[src/osst_pkg.sv]
// Package with constants, types and timing counts for the oscillator select and start-up timer.
package osst_pkg;

    // Clock source codes with a fixed meaning.
    localparam logic [3:0] SRC_EXT_CLK = 4'h0;
    localparam logic [3:0] SRC_PLL_RC = 4'h1;
    localparam logic [3:0] SRC_RC_8M = 4'h2;
    localparam logic [3:0] SRC_WD_128K = 4'h3;
    localparam logic [3:0] SRC_PLL_XTAL = 4'h4;
    localparam logic [3:0] SRC_PLL_EXT = 4'h5;
    localparam logic [3:0] SRC_RC_1M = 4'h6;
    localparam logic [3:0] SRC_XTAL_C = 4'hC;
    localparam logic [3:0] SRC_XTAL_D = 4'hD;

    // Crystal range codes taken from the upper three source bits.
    localparam logic [2:0] XRANGE_LOW = 3'h4;
    localparam logic [2:0] XRANGE_MID = 3'h5;
    localparam logic [2:0] XRANGE_HIGH = 3'h6;
    localparam logic [2:0] XRANGE_TOP = 3'h7;

    // Register offsets on the plain register port.
    localparam logic [3:0] ADDR_TRIM = 4'h0;
    localparam logic [3:0] ADDR_MCU_CTRL = 4'h1;
    localparam logic [3:0] ADDR_CLK_SEL = 4'h2;
    localparam logic [3:0] ADDR_STATUS = 4'h3;

    // Field positions.
    localparam int MCU_RC_FREQ_BIT = 0;
    localparam int SEL_FIELD_LO = 0;
    localparam int STARTUP_FIELD_LO = 4;
    localparam int SEL_USE_REG_BIT = 7;

    // Start-up counts, in cycles of the selected source.
    localparam logic [14:0] WAKE_CK_SHORT = 15'h0006;
    localparam logic [14:0] WAKE_CK_258 = 15'h0102;
    localparam logic [14:0] WAKE_CK_1K = 15'h0400;
    localparam logic [14:0] WAKE_CK_16K = 15'h4000;
    localparam logic [14:0] RESET_CK = 15'h000E;

    // Millisecond delays counted on the watchdog oscillator.
    localparam logic [13:0] WD_CYC_4MS = 14'h0200;
    localparam logic [13:0] WD_CYC_64MS = 14'h2000;

    // Prescale figure for the divide-by-eight option.
    localparam logic [2:0] DIV8_LAST = 3'h7;

    // Start-up sequencer states.
    typedef enum logic [1:0] {
        ST_IDLE = 2'b00,
        ST_COUNT = 2'b01,
        ST_RUN = 2'b10
    } osst_state_e;

    // Decoded selection of one source setting.
    typedef struct packed {
        logic rc_on;
        logic [2:0] xtal_range;
        logic [14:0] wake_cycles;
        logic [13:0] wd_cycles;
    } osst_sel_s;

endpackage : osst_pkg

[src/osst_top.sv]
// Oscillator selection, trim load and start-up timer for the clock controller.
//
// Contract
// One bit selects RC 8MHz or 1MHz.
// RC frequency bit resets to 1 for 0110.
// RC runs when it clocks system or PLL.
// RC off for 0011, 0100, 0101, 1100, 1101.
// Calibration byte loaded into trim at reset.
// Software writes to trim retune the RC.
// Watchdog and reset time-out keep watchdog oscillator.
// Divide-by-eight option divides system clock by 8.
// RC start-up: 6 clocks wake, reset delays.
// Reset pin disabled stretches code 00 delay; the code does so only for the RC 8MHz and 1MHz sources.
// 128 kHz start-up: 6 clocks, 4ms or 64ms.
// Source code from fuses or selection register.
// Upper source bits give crystal range.
// Lowest crystal range only with ceramic resonators.
// Crystal start-up from bit 0 and code.
// 258-clock options never with crystals.
// 1024-clock options meant for ceramic resonators.
// Wake count timed on selected source clocks.
// Millisecond delay counted on watchdog oscillator.
// Core clock gated until all counters finish.
`timescale 1ns/1ps

module osst_top #(
    parameter int WAKE_W = 15,
    parameter int WD_W = 14
) (
    // Clock and reset.
    input wire logic core_clk,
    input wire logic rst,
    // Non-volatile configuration.
    input wire logic [3:0] clock_source_fuses,
    input wire logic [1:0] startup_time_fuses,
    input wire logic divide_by_eight_fuse,
    input wire logic reset_pin_disable_fuse,
    input wire logic [7:0] factory_trim,
    // Oscillator clock ticks, one cycle each, synchronous to core_clk.
    input wire logic src_tick,
    input wire logic wd_tick,
    // Start request: wake from power-down or a newly enabled source.
    input wire logic wake_req,
    // Register port.
    input wire logic [3:0] reg_addr,
    input wire logic [7:0] reg_wdata,
    input wire logic reg_wr,
    input wire logic reg_rd,
    output logic [7:0] reg_rdata,
    // Oscillator controls.
    output logic rc_enable,
    output logic rc_freq_select,
    output logic [7:0] osc_trim,
    output logic [2:0] xtal_range,
    output logic wd_osc_enable,
    output logic sys_clk_en,
    output logic core_clk_gate
);

    ////////////////////////////////////////////////////////////////////////////
    // Registers and state.

    logic [7:0] osc_trim_reg_r;
    logic [7:0] mcu_control_reg_r;
    logic [7:0] clock_select_reg_r;
    logic [WAKE_W-1:0] wake_cnt_r;
    logic [WAKE_W-1:0] wake_cnt_nxt;
    logic [WD_W-1:0] wd_cnt_r;
    logic [WD_W-1:0] wd_cnt_nxt;
    logic [2:0] div_cnt_r;
    logic load_pending_r;
    logic reset_start_r;
    logic [7:0] reg_rdata_r;
    osst_pkg::osst_state_e state_r;
    osst_pkg::osst_state_e state_nxt;

    ////////////////////////////////////////////////////////////////////////////
    // Source selection and decode.

    wire logic use_reg;
    wire logic [3:0] src_code;
    wire logic [1:0] startup_code;
    wire logic rc_off_code;
    wire logic is_rc;
    wire logic is_wd;
    wire logic is_xtal;
    wire logic [2:0] xtal_key;
    osst_pkg::osst_sel_s sel;

    // The selection register overrides the fuses once software sets its enable bit.
    assign use_reg = clock_select_reg_r[osst_pkg::SEL_USE_REG_BIT];
    assign src_code = use_reg ? clock_select_reg_r[osst_pkg::SEL_FIELD_LO +: 4]
                              : clock_source_fuses;
    assign startup_code = use_reg ? clock_select_reg_r[osst_pkg::STARTUP_FIELD_LO +: 2]
                                  : startup_time_fuses;

    // Every code not listed here keeps the RC running, the external clock and crystal codes included.
    assign rc_off_code = (src_code == osst_pkg::SRC_WD_128K) || (src_code == osst_pkg::SRC_PLL_XTAL)
        || (src_code == osst_pkg::SRC_PLL_EXT) || (src_code == osst_pkg::SRC_XTAL_C)
        || (src_code == osst_pkg::SRC_XTAL_D);
    assign is_rc = (src_code == osst_pkg::SRC_RC_8M) || (src_code == osst_pkg::SRC_RC_1M);
    assign is_wd = (src_code == osst_pkg::SRC_WD_128K);
    assign is_xtal = src_code[3] || (src_code == 4'h7);
    assign xtal_key = {src_code[0], startup_code};

    // Table lookup for start-up counts; the combinational decode keeps one place for all sources.
    always_comb begin
        sel = '0;
        sel.rc_on = !rc_off_code;
        sel.xtal_range = is_xtal ? src_code[3:1] : 3'h0;
        sel.wake_cycles = osst_pkg::WAKE_CK_SHORT;
        if (is_xtal) begin
            unique case (xtal_key)
                3'h0: begin
                    sel.wake_cycles = osst_pkg::WAKE_CK_258;
                    sel.wd_cycles = osst_pkg::WD_CYC_4MS;
                end
                3'h1: begin
                    sel.wake_cycles = osst_pkg::WAKE_CK_258;
                    sel.wd_cycles = osst_pkg::WD_CYC_64MS;
                end
                3'h2: sel.wake_cycles = osst_pkg::WAKE_CK_1K;
                3'h3: begin
                    sel.wake_cycles = osst_pkg::WAKE_CK_1K;
                    sel.wd_cycles = osst_pkg::WD_CYC_4MS;
                end
                3'h4: begin
                    sel.wake_cycles = osst_pkg::WAKE_CK_1K;
                    sel.wd_cycles = osst_pkg::WD_CYC_64MS;
                end
                3'h5: sel.wake_cycles = osst_pkg::WAKE_CK_16K;
                3'h6: begin
                    sel.wake_cycles = osst_pkg::WAKE_CK_16K;
                    sel.wd_cycles = osst_pkg::WD_CYC_4MS;
                end
                3'h7: begin
                    sel.wake_cycles = osst_pkg::WAKE_CK_16K;
                    sel.wd_cycles = osst_pkg::WD_CYC_64MS;
                end
            endcase
        end else begin
            // The 4.1ms and 65ms figures are the same 512 and 8192 watchdog cycles.
            unique case (startup_code)
                2'h0: sel.wd_cycles = (is_rc && reset_pin_disable_fuse) ? osst_pkg::WD_CYC_4MS : 14'h0000;
                2'h1: sel.wd_cycles = osst_pkg::WD_CYC_4MS;
                2'h2: sel.wd_cycles = osst_pkg::WD_CYC_64MS;
                2'h3: sel.wd_cycles = 14'h0000; // Reserved code gives the shortest delay.
            endcase
        end
    end

    ////////////////////////////////////////////////////////////////////////////
    // Register port.

    wire logic wr_trim;
    wire logic wr_mcu;
    wire logic wr_sel;
    wire logic [7:0] status_word;
    wire logic [7:0] rd_mux;

    assign wr_trim = reg_wr && (reg_addr == osst_pkg::ADDR_TRIM);
    assign wr_mcu = reg_wr && (reg_addr == osst_pkg::ADDR_MCU_CTRL);
    assign wr_sel = reg_wr && (reg_addr == osst_pkg::ADDR_CLK_SEL);
    assign status_word = {4'h0, sys_clk_en, rc_enable, state_r};
    assign rd_mux = (reg_addr == osst_pkg::ADDR_TRIM) ? osc_trim_reg_r
        : (reg_addr == osst_pkg::ADDR_MCU_CTRL) ? mcu_control_reg_r
        : (reg_addr == osst_pkg::ADDR_CLK_SEL) ? clock_select_reg_r
        : (reg_addr == osst_pkg::ADDR_STATUS) ? status_word : 8'h00;

    // Fuse-derived values are caught one edge after reset release, never under the reset itself.
    always_ff @(posedge core_clk or posedge rst) begin
        if (rst) begin
            load_pending_r <= 1'b1;
        end else begin
            load_pending_r <= 1'b0;
        end
    end

    // Trim register: factory load after reset, then software writes apply directly.
    always_ff @(posedge core_clk or posedge rst) begin
        if (rst) begin
            osc_trim_reg_r <= 8'h00;
        end else if (load_pending_r) begin
            osc_trim_reg_r <= factory_trim;
        end else if (wr_trim) begin
            osc_trim_reg_r <= reg_wdata;
        end
    end

    // Control register carrying the RC frequency bit.
    always_ff @(posedge core_clk or posedge rst) begin
        if (rst) begin
            mcu_control_reg_r <= 8'h00;
        end else if (load_pending_r) begin
            mcu_control_reg_r <= {7'h00, clock_source_fuses == osst_pkg::SRC_RC_1M};
        end else if (wr_mcu) begin
            mcu_control_reg_r <= reg_wdata;
        end
    end

    // Selection register mirrors the fuses at reset so that switching to it changes nothing.
    always_ff @(posedge core_clk or posedge rst) begin
        if (rst) begin
            clock_select_reg_r <= 8'h00;
        end else if (load_pending_r) begin
            clock_select_reg_r <= {2'h0, startup_time_fuses, clock_source_fuses};
        end else if (wr_sel) begin
            clock_select_reg_r <= reg_wdata;
        end
    end

    // Read data stand one cycle after the read strobe and return to zero otherwise.
    always_ff @(posedge core_clk or posedge rst) begin
        if (rst) begin
            reg_rdata_r <= 8'h00;
        end else begin
            reg_rdata_r <= reg_rd ? rd_mux : 8'h00;
        end
    end

    ////////////////////////////////////////////////////////////////////////////
    // Start-up sequencer.

    // A reset start counts 14 source clocks alongside the watchdog delay; a wake uses the source count only.
    always_comb begin
        state_nxt = state_r;
        wake_cnt_nxt = wake_cnt_r;
        wd_cnt_nxt = wd_cnt_r;
        unique case (state_r)
            osst_pkg::ST_IDLE: begin
                if (reset_start_r || wake_req) begin
                    state_nxt = osst_pkg::ST_COUNT;
                    wake_cnt_nxt = reset_start_r ? WAKE_W'(osst_pkg::RESET_CK)
                                                 : WAKE_W'(sel.wake_cycles);
                    wd_cnt_nxt = reset_start_r ? WD_W'(sel.wd_cycles) : '0;
                end
            end
            osst_pkg::ST_COUNT: begin
                if (src_tick && (wake_cnt_r != '0)) begin
                    wake_cnt_nxt = wake_cnt_r - WAKE_W'(1);
                end
                if (wd_tick && (wd_cnt_r != '0)) begin
                    wd_cnt_nxt = wd_cnt_r - WD_W'(1);
                end
                if ((wake_cnt_r == '0) && (wd_cnt_r == '0)) begin
                    state_nxt = osst_pkg::ST_RUN;
                end
            end
            osst_pkg::ST_RUN: begin
                if (wake_req) begin
                    state_nxt = osst_pkg::ST_COUNT;
                    wake_cnt_nxt = WAKE_W'(sel.wake_cycles);
                end
            end
            default: state_nxt = osst_pkg::ST_IDLE;
        endcase
    end

    // Sequencer registers.
    always_ff @(posedge core_clk or posedge rst) begin
        if (rst) begin
            state_r <= osst_pkg::ST_IDLE;
            wake_cnt_r <= '0;
            wd_cnt_r <= '0;
            reset_start_r <= 1'b0;
        end else begin
            state_r <= state_nxt;
            wake_cnt_r <= wake_cnt_nxt;
            wd_cnt_r <= wd_cnt_nxt;
            reset_start_r <= load_pending_r;
        end
    end

    // Prescaler: one enable in eight when the option is set.
    always_ff @(posedge core_clk or posedge rst) begin
        if (rst) begin
            div_cnt_r <= 3'h0;
        end else begin
            div_cnt_r <= div_cnt_r + 3'h1;
        end
    end

    ////////////////////////////////////////////////////////////////////////////
    // Outputs.

    assign reg_rdata = reg_rdata_r;
    assign osc_trim = osc_trim_reg_r;
    assign rc_freq_select = mcu_control_reg_r[osst_pkg::MCU_RC_FREQ_BIT];
    assign rc_enable = sel.rc_on;
    assign xtal_range = sel.xtal_range;
    // The watchdog oscillator stays on whatever source clocks the core.
    assign wd_osc_enable = 1'b1;
    assign core_clk_gate = (state_r == osst_pkg::ST_RUN);
    assign sys_clk_en = core_clk_gate && (!divide_by_eight_fuse || (div_cnt_r == osst_pkg::DIV8_LAST));

endmodule : osst_top

[config.mk]
export PLATFORM = sky130hd
export DESIGN_NAME = osst_top
export DESIGN_NICKNAME = d
export VERILOG_FILES = /design/src/osst_pkg.sv /design/src/osst_top.sv
export SDC_FILE = /design/constraint.sdc
export NUM_CORES = 1
export LEC_CHECK = 0
export ABC_AREA = 1
export BUFFER_PORTS_ARGS = -buffer_cell sky130_fd_sc_hd__buf_4
export CELL_PAD_IN_SITES_DETAIL_PLACEMENT = 1
export CELL_PAD_IN_SITES_GLOBAL_PLACEMENT = 2
export CORE_UTILIZATION = 36
export CTS_BUF_LIST = sky130_fd_sc_hd__clkbuf_4 sky130_fd_sc_hd__clkbuf_8
export CTS_CLUSTER_SIZE = 10
export DETAILED_ROUTE_END_ITERATION = 12
export PLACE_DENSITY = 0.92
export SKIP_CTS_REPAIR_TIMING = 1
export SLEW_MARGIN = 15
export SYNTH_ARGS = -nofsm -noshare
export SYNTH_HDL_FRONTEND = slang
export SYNTH_SLANG_ARGS = --single-unit
[constraint.sdc]
create_clock -name core_clk -period 4.5 [get_ports core_clk]
set_input_delay 0.45 -clock core_clk [delete_from_list [all_inputs] [get_ports core_clk]]
set_output_delay 0.45 -clock core_clk [all_outputs]
set_load 0.05 [all_outputs]
Word-level counts from Yosys, hierarchy flattened --
Index checks and enable logic that the tools add are counted.
Word-level totals: input bits 35, word-level logic and storage cells 115, flip-flop bits (word level) 68, output and inout port bits 24
Operators by class: muxes and demuxes 33, $add $sub $neg 3, equality and inequality tests 30, reductions and logical operators 39
Operators with widths (count):
- $pmux 15 s3 | 2
- $mux 8 | 10
- $mux 15 | 5
- $mux 14 | 4
- $pmux 14 s2 | 2
- $pmux 14 s4 | 1
- $eq 4x3->1 const B | 5
- $eq 4x2->1 const B | 4
- $eq 3x3->1 const B | 5
- $logic_not 15->1 | 1
- $reduce_bool 15->1 | 1
- $sub 15x1->15 const B | 1
- $logic_not 14->1 | 1
- $reduce_bool 14->1 | 1
- $sub 14x1->14 const B | 1
- $reduce_or 3->1 | 4
- $mux 10 | 1
- $ne 2x2->1 const B | 5
- $eq 4x4->1 const B | 2
- $logic_and 1x1->1 | 8
- $logic_or 1x1->1 | 8
- $mux 2 | 4
- $mux 4 | 2
- $reduce_bool 2->1 | 4
- other kinds (16) | 23

Depth between registers and ports, before layout --
word-level depth 12, depth in mapped cells 12, mapped depth without buffers 12

Least setup slack after synthesis --
OpenSTA, ideal clock, no wires.
kind flip-flop to output port, start point reg state_r[0], end point out sys_clk_en, cell stages (with the launch flop) 5, data required time 4.050 ns, slack 2.523 ns, data arrival time 1.527 ns, path through dfrtp_1 -> inv_1 -> ha_1 -> o21ai_0 -> inv_1
On the way: longest elaborated chain between the ends 2
Ends and longest elaborated chain:
- from (decl) | line osst_top.sv:74 | osst_pkg::osst_state_e state_r;
- from (signal assigned) | line osst_top.sv:262 | state_r <= osst_pkg::ST_IDLE;
- from (signal assigned) | line osst_top.sv:267 | state_r <= state_nxt;
- $eq 2x2->1 | line osst_top.sv:293 | assign core_clk_gate = (state_r == osst_pkg::ST_RUN);
- via core_clk_gate | line osst_top.sv:57 | output logic core_clk_gate
- $logic_and 1x1->1 | line osst_top.sv:294 | assign sys_clk_en = core_clk_gate && (!divide_by_eight_fuse || (div_cnt_r == osst_pkg::DIV8_LAST));
- to (decl) | line osst_top.sv:56 | output logic sys_clk_en,
The timed path passes the listed nets, and every way through them passes these cells.

Worst setup path after layout --
start point reg state_r[1], end point reg wd_cnt_r[0]
On the way: longest elaborated chain between the ends 3, elaborated cells between the ends (all ways) 7, those cells by class eq/ne: 3; mux: 1; reduce/logical: 3
Ends and longest elaborated chain:
- $eq 2x1->1 / $logic_not 2->1 (equally long branches) | line osst_top.sv:229 | unique case (state_r)
- $ne 2x2->1 (no line) / $reduce_bool 2->1 (equally long branches)
- $reduce_and 3->1 (no line)
- to (signal assigned) | line osst_top.sv:269 | wd_cnt_r <= wd_cnt_nxt;
- to (decl) | line osst_top.sv:68 | logic [WD_W-1:0] wd_cnt_r;
Several ways; a longest one is shown, not always the timed one. A chain may end at the register's enable or synchronous reset.

==> flow_summary.ini <==
[floorplan]
die_w_um = 109
die-height_um = 109
io_pins = 59
rows = 38
die_area_um2 = 11900
coreArea_um2 = 11000
start_util_pct = 37.5

[sta]
rsz0062_at_grt = false
layout_min_cycle_time_ns = 2.66
skew_ns = 0.0116
hold_viol_final = 0
relSlewSlack_pct = 37.4
post-route-period-util_pct = 59.2
slew_violations = 0
final.setup.tns_ns = 0
worst_slack_ns = 1.84
tightest_slew_ns = 0.937
max_freq_mhz = 376
setup_viol = 0

[global_route]
grt_pass1_wl_mm = 20.5
grt_overflow = 0
antenna_found_initial = 0
grt_max_degree = 43
grt_usage_pct = 22.8
grt_pass1_vias = 4150

[synth]
synth_top_area_cell = dfrtp_1
synth_cell_types = 38
syn_area_um2 = 4120
synth_edf_count = 0
syn-instance-count = 569
synth_seq_cells = 68
syn_area_per_cell_um2 = 7.24
yosys.area.top_type_share_pct = 40.7
yosysSeqAreaShare_pct = 41.3
synthFlopType = dfrtp_1
async_reset_ff_share_pct = 100
synthesis.nets = 614
synthTopCellsByArea = dfrtp_1 41%, nand2_1 15%, nor2_1 7.0%
yosysWarningCount = 0

[layout]
antenna_cells = 0
nets = 670
fill_cells = 1415
syn2layout_area_growth_pct = 17.9
drive_gt1_share_pct = 17.8

[clocking]
h-tree-depth = 3
clk_latency_ns = 0.36
clockBufferDepth = 2
numCtsBuffers = 9
ctsRootBufferMaster = clkbuf_8
cts.clk_slew.worst_paths_ns = 0.08
tritoncts = yes
clock-sinks = 68

[power_and_ir_drop]
p_per_area_nw_per_um2 = 566
pwr-share-clk_pct = 21.2
finalPower_uw = 2750
p_leak_uw = 0.00255
peakVddDrop_uv = 179
p_int_uw = 1470
pwr-share-comb_pct = 48.0
switchingPower_uw = 1280
power.share.sequential_pct = 30.7
swShare_pct = 46.6

[run]
maxCapViolations = 0

[critical_path]
r2r-end = wd_cnt_r[0]$_DFFE_PP0P_
rrSetupSlack_ns = 1.84
required_ns = 4.80
path_class = reg2reg
worstRegToRegCells = 8
worst_ep_arrival_time_ns = 2.96
crit_fanout = 19
r2r_start = state_r[1]$_DFFE_PP0P_
start_kind = flip-flop
worstSetupEndpointType = flip-flop

[drt]
drt-vias-per-instance = 5.06
wirelength_mm = 12.3
detail-route-antenna-nets = 0
wl_per_cell_um = 16.0
drcViolationCount = 0
drt_iter0_drc = 115
detail_route.first_pass.iterations = 5
num_vias = 3895

[placement]
place.gp.congestion = 0.794
io_buffers = 57
pre_cts_ws_ns = 1.85
hpwl_mm = 9.43

[min_path]
hold_path.class = in2async

[status]
outcome = finished clean
==> stage by stage <==
stage	instance area, um^2	hold slack, ns	utilization (%)	cells
6_report	4860	0.309	44.2	770
5_1_grt	4860	0.347	44.2	770
4_1_cts	4860	0.324	44.2	770
3_5_place_dp	4630	0.417	42.2	754
3_3_place_gp	4630	0.412	42.2	754
2_1_floorplan	4120	0.395	-	569
==> power groups by stage <==
stage	logic [uW]	clock network [uW]	registers (uW)
finish	1320	584	845
global route	1490	618	863
CTS	1330	597	845
detailed placement	1320	0	855
floorplan	1000	0	854
global placement	1270	0	848
==> per-layer routing <==
| metal | GRT usage [%] | part of all wire, % |
|---|---|---|
| met5 | 0 | 0 |
| met4 | 8.20 | 1.9 |
| met2 | 39.7 | 50 |
| met3 | 2.99 | 2.7 |
| met1 | 28.7 | 45 |
==> how the worst max path moves through the flow <==
stage / slack [ns] / depth (start not counted) / from / end
finish: 1.84 / 8 / state_r[1]$_DFFE_PP0P_ / wd_cnt_r[0]$_DFFE_PP0P_
global route: 1.64 / 8 / state_r[1]$_DFFE_PP0P_ / wd_cnt_r[9]$_DFFE_PP0P_
CTS: 1.84 / 8 / state_r[1]$_DFFE_PP0P_ / wd_cnt_r[0]$_DFFE_PP0P_
detailed placement: 1.85 / 8 / state_r[1]$_DFFE_PP0P_ / wd_cnt_r[0]$_DFFE_PP0P_
global placement: 2.01 / 8 / state_r[1]$_DFFE_PP0P_ / wd_cnt_r[0]$_DFFE_PP0P_
floorplan: 2.34 / 1 / rst / clock_select_reg_r[0]$_DFFE_PP0P_
==> critical path, stage by stage, from the launching register on <==
cell and delay (ns):
dfrtp_1 0.42, inv_1 0.12, ha_1 0.67, inv_1 0.41
a21oi_1 0.34, nand2_4 0.17, inv_2 0.25, nand3_1 0.13
o21ai_2 0.09
==> registers in the layout, indices dropped and copies added (netlist names) <==
signal              count
mcu_control_reg_r       8
osc_trim                8
wd_cnt_r               14
state_r                 2
div_cnt_r               3
load_pending_r          1
reg_rdata               8
wake_cnt_r             15
clock_select_reg_r      8
reset_start_r           1
==> kinds of logic after synthesis <==
| logic type | count (synthesis) | share of synthesized area (%) |
|---|---|---|
| and+or+nand+nor | 315 | 32.8 |
| DFF | 68 | 41.3 |
| other | 2 | 0.182 |
| AOI/OAI and AO/OA | 76 | 10.8 |
| buffers and inverters | 84 | 8.83 |
| xor gates and xnor gates | 14 | 2.98 |
| adders and majority gates | 10 | 3.04 |
==> final cells by class <==
| type | count | area, um^2 | area share, % |
|---|---|---|---|
| clock buffers | 12 | 153 | 3.14 |
| repair buffers | 58 | 435 | 8.96 |
| inverters | 71 | 267 | 5.48 |
| multi-input cells | 417 | 2050 | 42.3 |
| flip-flops and latches | 68 | 1700 | 35.0 |
| well taps | 140 | 175 | 3.60 |
| clock inverters | 4 | 72.6 | 1.49 |
==> synth_stat cells (all sizes together), types with 6 or more instances <==
library cell / count
nor3: 6
o221ai: 6
ha: 10
buf: 10
dfrtp: 67
inv: 70
a31oi: 9
nand3: 32
o21ai: 44
nor2: 87
a21oi: 11
nand4: 8
xor2: 12
nand2: 178
==> placed cells by master (no fill, tap or decap), types with 10 or more instances in the layout <==
cell type,instances
o21ai_0,33
nor2_1,77
xor2_1,12
ha_1,10
nand2_2,11
dfrtp_1,67
buf_4,58
clkbuf_8,10
inv_1,64
nand3_1,32
a21oi_1,11
nand2_1,164
Note: power is estimated with default switching activity, not from simulation.
